==> src/lpc_flash_pkg.sv <==
// Notes on behaviour
// RULE1: Select high picks mux port, low LPC.
// RULE2: System holds select steady while operating.
// RULE3: Reset blocks writes, resets automation, floats LAD.
// RULE4: Leaving reset enters read-array mode.
// RULE5: First erase command uses seven-sector layout.
// RULE6: Alternative erase uses four 64 KB sectors.
// RULE7: Boot lock protects top 16 KB sector.
// RULE8: Lock with uniform erase guards top 64K.
// RULE9: Write-protect guards all non-boot sectors.
// RULE10: Frame assertion starts decoding a new cycle.
// RULE11: Frame during a cycle abandons it.
// RULE12: Hub and LPC memory cycles auto-detected.
// RULE13: Automation starts only after valid command sequence.
// RULE14: Program and erase durations are fixed.
// RULE15: Five-signal byte port on bus clock.
// RULE16: Mux port: 11 address, 8 data, strobes.
// RULE17: Boot lock low rejects top program/erase.
// RULE18: Initialize input acts as second reset.
// RULE19: Select sampled at reset release, then held.
package lpc_flash_pkg;

   // ---
   // Widths
   // ---
   localparam int ADDR_W    = 18;
   localparam int DATA_W    = 8;
   localparam int MUX_ROW_W = 11;
   localparam int MUX_COL_W = 7;

   // ---
   // Bus cycle codes
   // ---
   localparam logic [3:0] START_LPC    = 4'h0;
   localparam logic [3:0] START_HUB_RD = 4'hd;
   localparam logic [3:0] START_HUB_WR = 4'he;
   localparam logic [3:0] CYC_MEM_RD   = 4'h4;
   localparam logic [3:0] CYC_MEM_WR   = 4'h6;
   localparam logic [3:0] HUB_ID       = 4'h0;
   localparam logic [3:0] MSIZE_BYTE   = 4'h0;
   localparam logic [3:0] SYNC_READY   = 4'h0;
   localparam logic [3:0] TAR_IDLE     = 4'hf;
   localparam logic [2:0] LPC_ADDR_LAST = 3'h7;
   localparam logic [2:0] HUB_ADDR_LAST = 3'h6;

   // ---
   // Sector map
   // ---
   localparam logic [ADDR_W-1:0] SEC6_BASE = 18'h3c000;
   localparam logic [ADDR_W-1:0] SEC5_BASE = 18'h3a000;
   localparam logic [ADDR_W-1:0] SEC4_BASE = 18'h38000;
   localparam logic [ADDR_W-1:0] SEC3_BASE = 18'h30000;
   localparam logic [2:0] TOP_BOOT_SEC = 3'h6;
   localparam logic [2:0] TOP_UNI_SEC  = 3'h3;

   // ---
   // Command front end codes and status bits
   // ---
   localparam logic [7:0] CMD_READ_ARRAY  = 8'hff;
   localparam logic [7:0] CMD_READ_STATUS = 8'h70;
   localparam logic [7:0] CMD_CLR_STATUS  = 8'h50;
   localparam logic [7:0] CMD_PROG        = 8'h40;
   localparam logic [7:0] CMD_ERASE       = 8'h20;
   localparam logic [7:0] CMD_ERASE_UNI   = 8'h30;
   localparam logic [7:0] CMD_CONFIRM     = 8'hd0;
   localparam int ST_READY     = 7;
   localparam int ST_ERASE_ERR = 5;
   localparam int ST_PROG_ERR  = 4;
   localparam int ST_LOCKED    = 1;
   localparam logic [7:0] STATUS_RESET = 8'h80;

   // ---
   // Timing
   // ---
   localparam int CLK_MHZ       = 250;
   localparam int PROG_TIME_US  = 20;
   localparam int ERASE_TIME_US = 500000;
   localparam int PROG_CYCLES   = PROG_TIME_US * CLK_MHZ;
   localparam int ERASE_CYCLES  = ERASE_TIME_US * CLK_MHZ;
   localparam int CNT_W         = 32;

   // ---
   // Types
   // ---
   typedef enum logic [1:0] {ARR_IDLE = 2'h0, ARR_PROG = 2'h1, ARR_ERASE = 2'h2} array_op_type;

   typedef struct packed {
      logic [ADDR_W-1:0] addr;
      logic [DATA_W-1:0] data;
   } flash_req_type;

   typedef struct packed {
      array_op_type      op;
      logic [2:0]        sector;
      logic              uniform;
      logic [ADDR_W-1:0] addr;
      logic [DATA_W-1:0] data;
   } array_cmd_type;

endpackage

==> src/command_front_end.sv <==
`timescale 1ns/1ps
module command_front_end
   import lpc_flash_pkg::*;
#(
   parameter int PROG_COUNT  = PROG_CYCLES,
   parameter int ERASE_COUNT = ERASE_CYCLES
)(
   // Clock and reset
   input  wire logic          sys_clk,
   input  wire logic          rst,
   // Write requests
   input  wire logic          req_valid,
   input  wire flash_req_type req,
   // Sector decode
   input  wire logic [2:0]    sector,
   input  wire logic          blocked,
   // State
   output logic               uniform_q,
   output logic               show_status_q,
   output logic               busy_q,
   output logic [7:0]         status_q,
   output array_cmd_type      array_cmd_q
);

   typedef enum logic [2:0] {
      M_READ = 3'b000, M_STATUS = 3'b001, M_PROG = 3'b011, M_ERASE = 3'b010, M_BUSY = 3'b110
   } mode_type;

   mode_type         mode_q, mode_d;
   logic [CNT_W-1:0] cnt_q, cnt_d;
   logic [7:0]       status_d;
   logic             uniform_d;
   array_cmd_type    cmd_d;

   always_comb begin
      mode_d    = mode_q;
      cnt_d     = cnt_q;
      status_d  = status_q;
      uniform_d = uniform_q;
      cmd_d     = '{op: ARR_IDLE, sector: sector, uniform: uniform_q,
                    addr: req.addr, data: req.data};
      case (mode_q)
         M_READ, M_STATUS: begin
            if (req_valid) begin
               case (req.data)
                  CMD_READ_ARRAY:  mode_d = M_READ;
                  CMD_READ_STATUS: mode_d = M_STATUS;
                  CMD_CLR_STATUS:  status_d = STATUS_RESET;
                  CMD_PROG: begin
                     mode_d    = M_PROG;
                     uniform_d = 1'b0;
                  end
                  CMD_ERASE: begin
                     mode_d    = M_ERASE;
                     uniform_d = 1'b0;                   // RULE5
                  end
                  CMD_ERASE_UNI: begin
                     mode_d    = M_ERASE;
                     uniform_d = 1'b1;                   // RULE6
                  end
                  default: mode_d = mode_q;
               endcase
            end
         end
         M_PROG: begin
            if (req_valid) begin
               if (blocked) begin
                  status_d[ST_PROG_ERR] = 1'b1;
                  status_d[ST_LOCKED]   = 1'b1;
                  mode_d                = M_STATUS;
               end else begin
                  cmd_d.op = ARR_PROG;                   // RULE13
                  cnt_d    = CNT_W'(PROG_COUNT - 1);     // RULE14
                  mode_d   = M_BUSY;
               end
            end
         end
         M_ERASE: begin
            if (req_valid) begin
               if (req.data != CMD_CONFIRM) begin
                  status_d[ST_ERASE_ERR] = 1'b1;
                  mode_d                 = M_STATUS;
               end else if (blocked) begin
                  status_d[ST_ERASE_ERR] = 1'b1;         // RULE8
                  status_d[ST_LOCKED]    = 1'b1;
                  mode_d                 = M_STATUS;
               end else begin
                  cmd_d.op = ARR_ERASE;                  // RULE13
                  cnt_d    = CNT_W'(ERASE_COUNT - 1);    // RULE14
                  mode_d   = M_BUSY;
               end
            end
         end
         M_BUSY: begin
            // Writes are ignored while the array operation runs
            if (cnt_q == '0) begin
               mode_d             = M_STATUS;
               status_d[ST_READY] = 1'b1;
            end else begin
               cnt_d = cnt_q - CNT_W'(1);
            end
         end
         default: mode_d = M_READ;
      endcase
      if (mode_d == M_BUSY)
         status_d[ST_READY] = 1'b0;
   end

   always_ff @(posedge sys_clk) begin
      if (rst) begin
         mode_q        <= M_READ;                        // RULE3 RULE4
         cnt_q         <= '0;
         status_q      <= STATUS_RESET;
         uniform_q     <= 1'b0;
         show_status_q <= 1'b0;
         busy_q        <= 1'b0;
         array_cmd_q   <= '0;
      end else begin
         mode_q        <= mode_d;
         cnt_q         <= cnt_d;
         status_q      <= status_d;
         uniform_q     <= uniform_d;
         show_status_q <= (mode_d != M_READ);
         busy_q        <= (mode_d == M_BUSY);
         array_cmd_q   <= cmd_d;
      end
   end

endmodule

==> src/lpc_flash_interface_ctrl.sv <==
`timescale 1ns/1ps
module lpc_flash_interface_ctrl
   import lpc_flash_pkg::*;
#(
   parameter int PROG_COUNT  = PROG_CYCLES,
   parameter int ERASE_COUNT = ERASE_CYCLES
)(
   // Clock and system reset
   input  wire logic              sys_clk,
   input  wire logic              rst,
   // Reset and strap pins
   input  wire logic              reset_pin_n,
   input  wire logic              init_n,
   input  wire logic              interface_select,
   // Bus clock pin, used as row/column strobe in mux mode
   input  wire logic              clk_pin_row_col,
   // Frame pin, write strobe in mux mode
   input  wire logic              hub_frame_in_n,
   // Address/data lines 3..0
   input  wire logic [3:0]        lad_in,
   output logic [3:0]             lad_out,
   output logic                   lad_oe,
   // Programming port
   input  wire logic [MUX_ROW_W-1:0] mux_addr,
   input  wire logic [3:0]        mux_data_in,
   output logic [3:0]             mux_data_out,
   output logic                   mux_data_oe,
   // Hardware protect pins
   input  wire logic              top_boot_lock_n,
   input  wire logic              write_protect_n,
   // Array side
   input  wire logic [DATA_W-1:0] array_rdata,
   output logic [ADDR_W-1:0]      array_raddr,
   output array_cmd_type          array_cmd,
   output logic                   busy,
   output logic                   mux_mode
);

   // ---
   // Reset and interface choice
   // ---
   logic mux_mode_q;
   wire logic dev_rst;

   // In mux mode the initialize pin is the output enable instead
   assign dev_rst = rst | ~reset_pin_n | (~mux_mode_q & ~init_n);    // RULE3 RULE18

   // Strap is tracked while reset is held and frozen at release
   always_ff @(posedge sys_clk) begin
      if (dev_rst)
         mux_mode_q <= interface_select;                 // RULE1 RULE19 RULE2
   end

   // ---
   // Bus cycle decoder
   // ---
   typedef enum logic [3:0] {
      ST_IDLE  = 4'b0000, ST_CYCTYPE = 4'b0001, ST_ADDR = 4'b0011, ST_WDATA = 4'b0010,
      ST_TAR1  = 4'b0110, ST_SYNC    = 4'b0111, ST_RDATA = 4'b0101, ST_TAR2 = 4'b0100,
      ST_IDSEL = 4'b1100, ST_MSIZE   = 4'b1101
   } lpc_state_type;

   lpc_state_type st_q, st_d;
   logic [2:0]  nib_q, nib_d;
   logic        hub_q, hub_d;
   logic        wr_q, wr_d;
   logic [31:0] addr_q, addr_d;
   logic [7:0]  wdata_q, wdata_d;
   logic [7:0]  rdata_q;
   logic [3:0]  lad_out_q, lad_d;
   logic        lad_oe_q, oe_d;
   logic        lpc_req, rd_grab;

   wire logic       frame_low;
   wire logic       start_ok;
   wire logic       addr_done;
   wire logic [7:0] rd_byte;
   wire logic       show_status;
   wire logic [7:0] status;

   assign frame_low = ~hub_frame_in_n & ~mux_mode_q;
   assign start_ok  = (lad_in == START_LPC) | (lad_in == START_HUB_RD) | (lad_in == START_HUB_WR);
   assign addr_done = nib_q == (hub_q ? HUB_ADDR_LAST : LPC_ADDR_LAST);
   assign rd_byte   = show_status ? status : array_rdata;

   always_comb begin
      st_d    = st_q;
      nib_d   = nib_q + 3'h1;
      hub_d   = hub_q;
      wr_d    = wr_q;
      addr_d  = addr_q;
      wdata_d = wdata_q;
      lad_d   = TAR_IDLE;
      oe_d    = 1'b0;
      lpc_req = 1'b0;
      rd_grab = 1'b0;
      if (frame_low) begin
         // Frame always restarts decode, abandoning any cycle underway
         nib_d = 3'h0;                                   // RULE10 RULE11
         hub_d = (lad_in != START_LPC);                  // RULE12
         wr_d  = (lad_in == START_HUB_WR);
         if (!start_ok)
            st_d = ST_IDLE;
         else if (lad_in == START_LPC)
            st_d = ST_CYCTYPE;
         else
            st_d = ST_IDSEL;
      end else begin
         case (st_q)
            ST_IDLE: nib_d = 3'h0;
            ST_CYCTYPE: begin
               nib_d = 3'h0;
               wr_d  = (lad_in == CYC_MEM_WR);
               if (lad_in == CYC_MEM_RD || lad_in == CYC_MEM_WR)
                  st_d = ST_ADDR;                        // RULE12
               else
                  st_d = ST_IDLE;
            end
            ST_IDSEL: begin
               nib_d = 3'h0;
               st_d  = (lad_in == HUB_ID) ? ST_ADDR : ST_IDLE;
            end
            ST_ADDR: begin
               addr_d = {addr_q[27:0], lad_in};
               if (addr_done) begin
                  nib_d = 3'h0;
                  if (hub_q)
                     st_d = ST_MSIZE;
                  else
                     st_d = wr_q ? ST_WDATA : ST_TAR1;
               end
            end
            ST_MSIZE: begin
               nib_d = 3'h0;
               if (lad_in != MSIZE_BYTE)
                  st_d = ST_IDLE;                        // RULE15
               else
                  st_d = wr_q ? ST_WDATA : ST_TAR1;
            end
            ST_WDATA: begin
               // Low nibble arrives first
               wdata_d = {lad_in, wdata_q[7:4]};
               if (nib_q[0]) begin
                  nib_d = 3'h0;
                  st_d  = ST_TAR1;
               end
            end
            ST_TAR1: begin
               if (nib_q[0]) begin
                  nib_d = 3'h0;
                  st_d  = ST_SYNC;
                  lad_d = SYNC_READY;
                  oe_d  = 1'b1;
               end
            end
            ST_SYNC: begin
               nib_d   = 3'h0;
               lpc_req = wr_q;
               rd_grab = ~wr_q;
               oe_d    = 1'b1;
               if (wr_q) begin
                  st_d = ST_TAR2;
               end else begin
                  st_d  = ST_RDATA;
                  lad_d = rd_byte[3:0];
               end
            end
            ST_RDATA: begin
               oe_d = 1'b1;
               if (!nib_q[0]) begin
                  lad_d = rdata_q[7:4];
               end else begin
                  nib_d = 3'h0;
                  st_d  = ST_TAR2;
               end
            end
            ST_TAR2: begin
               // Drive ones for one cycle, then hand the lines back
               nib_d = 3'h0;
               st_d  = ST_IDLE;
            end
            default: st_d = ST_IDLE;
         endcase
      end
   end

   // ---
   // Programming port
   // ---
   logic [MUX_ROW_W-1:0] row_q;
   logic [MUX_COL_W-1:0] col_q;
   logic                 rc_prev_q;
   logic                 we_prev_q;

   wire logic                 rc_fall;
   wire logic                 rc_rise;
   wire logic                 mux_req;
   wire logic                 mux_read;
   wire logic [ADDR_W-1:0]    mux_full_addr;
   wire logic [3:0]           lad_next;
   wire logic                 lad_oe_next;

   assign rc_fall       = rc_prev_q & ~clk_pin_row_col;
   assign rc_rise       = ~rc_prev_q & clk_pin_row_col;
   // Write taken on strobe rise; data must be stable
   assign mux_req       = mux_mode_q & ~we_prev_q & hub_frame_in_n;           // RULE16
   assign mux_read      = mux_mode_q & ~init_n & hub_frame_in_n;
   assign mux_full_addr = {col_q, row_q};
   assign lad_next      = mux_mode_q ? rd_byte[3:0] : lad_d;
   assign lad_oe_next   = mux_mode_q ? mux_read : oe_d;

   always_ff @(posedge sys_clk) begin
      if (dev_rst) begin
         row_q     <= '0;
         col_q     <= '0;
         rc_prev_q <= 1'b0;
         we_prev_q <= 1'b1;
      end else begin
         rc_prev_q <= clk_pin_row_col;
         we_prev_q <= hub_frame_in_n;
         if (rc_fall)
            row_q <= mux_addr;                           // RULE16
         if (rc_rise)
            col_q <= mux_addr[MUX_COL_W-1:0];
      end
   end

   // ---
   // Decoder registers and pin drivers
   // ---
   logic [3:0]        mux_data_out_q;
   logic              mux_data_oe_q;
   logic [ADDR_W-1:0] array_raddr_q;

   always_ff @(posedge sys_clk) begin
      if (dev_rst) begin
         st_q           <= ST_IDLE;
         nib_q          <= 3'h0;
         hub_q          <= 1'b0;
         wr_q           <= 1'b0;
         addr_q         <= '0;
         wdata_q        <= '0;
         rdata_q        <= '0;
         lad_out_q      <= TAR_IDLE;
         lad_oe_q       <= 1'b0;                         // RULE3
         mux_data_out_q <= '0;
         mux_data_oe_q  <= 1'b0;
         array_raddr_q  <= '0;
      end else begin
         st_q           <= mux_mode_q ? ST_IDLE : st_d;
         nib_q          <= nib_d;
         hub_q          <= hub_d;
         wr_q           <= wr_d;
         addr_q         <= addr_d;
         wdata_q        <= wdata_d;
         lad_out_q      <= lad_next;
         lad_oe_q       <= lad_oe_next;
         mux_data_out_q <= rd_byte[7:4];
         mux_data_oe_q  <= mux_read;
         array_raddr_q  <= mux_mode_q ? mux_full_addr : addr_d[ADDR_W-1:0];
         if (rd_grab)
            rdata_q <= rd_byte;
      end
   end

   // ---
   // Command path
   // ---
   flash_req_type   req;
   wire logic       req_valid;
   wire logic [2:0] sector;
   wire logic       blocked;
   wire logic       uniform;

   // Writes never reach the front end while reset is held
   assign req_valid = (lpc_req | mux_req) & ~dev_rst;                         // RULE3
   assign req.addr  = mux_mode_q ? mux_full_addr : addr_q[ADDR_W-1:0];
   assign req.data  = mux_mode_q ? {mux_data_in, lad_in} : wdata_q;

   sector_decode u_decode (
      .addr            (req.addr),
      .uniform         (uniform),
      .top_boot_lock_n (top_boot_lock_n),
      .write_protect_n (write_protect_n),
      .sector          (sector),
      .blocked         (blocked)
   );

   command_front_end #(
      .PROG_COUNT  (PROG_COUNT),
      .ERASE_COUNT (ERASE_COUNT)
   ) u_cfe (
      .sys_clk       (sys_clk),
      .rst           (dev_rst),
      .req_valid     (req_valid),
      .req           (req),
      .sector        (sector),
      .blocked       (blocked),
      .uniform_q     (uniform),
      .show_status_q (show_status),
      .busy_q        (busy),
      .status_q      (status),
      .array_cmd_q   (array_cmd)
   );

   assign lad_out      = lad_out_q;
   assign lad_oe       = lad_oe_q;
   assign mux_data_out = mux_data_out_q;
   assign mux_data_oe  = mux_data_oe_q;
   assign array_raddr  = array_raddr_q;
   assign mux_mode     = mux_mode_q;

endmodule

==> src/sector_decode.sv <==
`timescale 1ns/1ps
module sector_decode
   import lpc_flash_pkg::*;
(
   // Address and layout
   input  wire logic [ADDR_W-1:0] addr,
   input  wire logic              uniform,
   // Protect pins
   input  wire logic              top_boot_lock_n,
   input  wire logic              write_protect_n,
   // Result
   output logic [2:0]             sector,
   output logic                   blocked
);

   function automatic logic [2:0] sector_of(input logic [ADDR_W-1:0] a, input logic uni);
      if (uni)
         return {1'b0, a[17:16]};                        // RULE6
      else if (a >= SEC6_BASE)
         return 3'h6;                                    // RULE5
      else if (a >= SEC5_BASE)
         return 3'h5;
      else if (a >= SEC4_BASE)
         return 3'h4;
      else if (a >= SEC3_BASE)
         return 3'h3;
      else
         return {1'b0, a[17:16]};
   endfunction

   wire logic in_boot;

   assign sector  = sector_of(addr, uniform);
   assign in_boot = uniform ? (sector == TOP_UNI_SEC) : (sector == TOP_BOOT_SEC); // RULE8
   // RULE7 RULE17 RULE9
   assign blocked = in_boot ? ~top_boot_lock_n : ~write_protect_n;

endmodule

==> config.mk <==
export PLATFORM = sky130hd
export DESIGN_NAME = lpc_flash_interface_ctrl
export DESIGN_NICKNAME = d
export VERILOG_FILES = /design/src/lpc_flash_pkg.sv /design/src/command_front_end.sv /design/src/lpc_flash_interface_ctrl.sv /design/src/sector_decode.sv
export SDC_FILE = /design/constraint.sdc
export NUM_CORES = 1
export LEC_CHECK = 0
export BUFFER_PORTS_ARGS = -buffer_cell sky130_fd_sc_hd__buf_4
export CAP_MARGIN = 20
export CORE_AREA = 2 2 114 116
export CTS_BUF_LIST = sky130_fd_sc_hd__clkbuf_16
export DETAILED_ROUTE_END_ITERATION = 10
export DIE_AREA = 0 0 116 118
export PLACE_DENSITY = 0.76
export SLEW_MARGIN = 20
export SYNTH_ARGS = -nofsm -noshare
export SYNTH_HDL_FRONTEND = slang
export SYNTH_SLANG_ARGS = --single-unit
==> constraint.sdc <==
create_clock -name sys_clk -period 2.91 [get_ports sys_clk]
set_input_delay 0.291 -clock sys_clk [delete_from_list [all_inputs] [get_ports sys_clk]]
set_output_delay 0.291 -clock sys_clk [all_outputs]
set_load 0.02 [all_outputs]
==> qor.yml <==
status: "complete, no violations"
syn_area_um2: 7000
powerDensity_nw_per_um2: 574
root_buffer: "clkbuf_16"
core_area_um2: 12400
yosys_warnings: 0
globalRouteMet1Util_pct: 36.2
cts_buffer_depth: 2
clock_sinks: 162
fin_skew_ns: 0.0101
period_share_pct: 91.0
ant_nets: 0
hold_class: "primary input to flip-flop"
rr_worst_depth: 7
ir_drop_mv: 0.458
port_buffers: 97
antenna_cells: 0
final_nets: 962
fmaxAchievable_mhz: 378
hold_buffers: 0
cp.required_ns: 3.26
grt_pass1_wl_mm: 30.8
wire_per_inst_um: 17.2
use_met3_pct: 6.13
htree_levels: 4
grt_max_degree: 60
cts_tree: "built"
ys_seq_elements: 162
crit_path_end_kind: "flip-flop"
area_growth_pct: 23.4
worstMarginPinSlew_ns: 0.796
setup_viol: 0
syn_area_per_cell_um2: 8.53
drc_errors: 0
tns_ns: 0
hold_violations: 0
holdWs_ns: 0.0620
dieArea_um2: 13700
cts_buffers: 17
gp_congestion: 0.919
sequentialPowerShare_pct: 45.2
row_count: 41
finalPower_w: 0.00496
rsz0062_at_grt: "false"
syn-num-nets: 859
crit_end: "u_cfe.cnt_q[6]$_SDFFE_PP0P_"
final_common_cell: "dfxtp_1"
drv_slew: 0
initial_core_util_pct: 56.3
grt_pass1_vias: 6250
p_int_w: 0.00386
synth.distinct_cells: 77
cts.clk_slew.worst_paths_ns: 0.06
synth-edff-count: 1
clk_latency_ns: 0.43
yosysSeqAreaShare_pct: 46.5
globalRoute.totalOverflow: 0
die_h_um: 118
r2r_setup_slack_ns: 0.26
async_reset_ff_share_pct: 0
syn_inst: 820
fp.dieW_um: 116
dp.cells: 1076
path_class: "flip-flop to flip-flop"
via_count: 6549
leakagePower_nw: 3.44
antenna_found_initial: 0
maxCapViolations: 0
critPathLaunch: "mux_mode$_DFFE_PP_"
r2r_end: "u_cfe.cnt_q[6]$_SDFFE_PP0P_"
via_per_inst: 5.91
busiest_layer: "met2"
clock_power_share_pct: 49.9
drt_wl_total_mm: 19.1
synth.largest_area_cell: "dfxtp_1"
dpl.hpwl_mm: 13.4
r2r-start: "mux_mode$_DFFE_PP_"
final_cells: 1108
grt_util_all_layers_pct: 28.3
synth_area_leaders: "dfxtp_1, nor2_1, nand2_1"
layout_common_cells: "dfxtp_1, buf_4, nor2_1"
post_cts_buffers: 0
drtIter0Drc: 656
drive_gt1_share_pct: 19.4
synth_top_area_share_pct: 46.1
crit_fanout: 28
met2_usage_pct: 44.8
firstDrtPassIters: 5
post-route-util_pct: 69.6
synthFlopType: "dfxtp_1"
switching_power_w: 0.00109
cts.repair.resized: 0
io_pins: 98
post-route-min-period_ns: 2.65
start_kind: "flip-flop"
arrival_ns: 3.00
relSlewSlack_pct: 46.5
comb_power_share_pct: 4.8
power_switching_share_pct: 22.1
## worst min path at each step
stage | slack (ns) | startpoint | cells after the start | end
floorplan | 0.38 | init_n | 1 | mux_data_oe$_SDFF_PP0_
global placement | 0.44 | row_q[9]$_SDFFE_PP0P_ | 2 | row_q[9]$_SDFFE_PP0P_
detailed placement | 0.45 | row_q[9]$_SDFFE_PP0P_ | 2 | row_q[9]$_SDFFE_PP0P_
CTS | 0.05 | interface_select | 1 | mux_mode$_DFFE_PP_
global route | 0.05 | interface_select | 1 | mux_mode$_DFFE_PP_
finish | 0.06 | interface_select | 1 | mux_mode$_DFFE_PP_
## cell type report
class | count | area, um2
Clock inverter | 15 | 228
Sequential cell | 162 | 3250
Clock buffer | 17 | 425
Timing Repair Buffer | 127 | 966
Multi-Input combinational cell | 584 | 3430
Tap cell | 172 | 215
Inverter | 31 | 116
Fill cell | 1015 | 3780
## power groups by stage
stage	combinational, W	clock (W)	sequential (W)
floorplan	0.000121	0	0.00230
global placement	0.000233	0	0.00229
detailed placement	0.000236	0	0.00229
CTS	0.000236	0.00250	0.00224
global route	0.000258	0.00261	0.00224
finish	0.000239	0.00248	0.00224
## critical path, stage by stage, from the launching register on
cell      delay (ns)
edfxtp_1        0.48
buf_12          0.22
mux2i_2         0.23
nor3b_2         0.31
a21oi_1         0.21
or4_4           0.60
a211oi_2        0.29
mux2i_1         0.22
## cells by family (layout without fill, tap and decap cells)
logic type	count (synthesis)	count (layout)	share of synthesized area [%]
multiplexers	37	37	5.40
AND/OR/NAND/NOR	323	323	22.2
AO/OA/AOI/OAI	210	210	19.5
adder cells (fa/ha/maj)	3	3	0.537
flip-flops	162	162	46.5
buffers and inverters	74	190	4.54
XOR/XNOR	11	11	1.38
## sequential cells by signal (all words and copies together), names as in the netlist, 3 cells and up
register / flops
nib_q: 3
u_cfe.cnt_q: 32
u_cfe.array_cmd_q: 32
col_q: 7
u_cfe.mode_q: 3
array_raddr: 18
wdata_q: 8
addr_q: 18
mux_data_out: 4
row_q: 11
rdata_q: 4
u_cfe.status_q: 4
lad_out: 4
st_q: 4
## metrics by stage
step	area (um2)	setup WS [ns]
after floorplan	7000	0.340
after global placement	7980	0.405
after detailed placement	7980	0.332
after CTS	8630	0.296
after global routing	8640	0.0662
final	8640	0.262
## cell usage after synthesis (5+ instances only)
library cell    n
nand2b_1       14
xnor2_1         7
o22ai_1         7
dfxtp_1       161
a21oi_1        57
o22a_1          5
nor2_1        105
nand2_1        94
clkbuf_1       30
and2_1          6
nor4_1         10
nand3_1        13
o21a_1          6
a31oi_1        10
a32o_1          7
nand4_1        10
inv_1          31
nand4b_1        5
nor2b_1         6
buf_2           5
o21ai_0        60
mux2i_1        33
and3_1         11
nor3_1         22
## routing by layer
layer	up-vias	part of all wire (%)
li1	3131	-
met1	3068	42
met2	296	48
met3	54	6.2
met4	0	3.6
met5	-	0
Power figures use the tool's default switching activity.
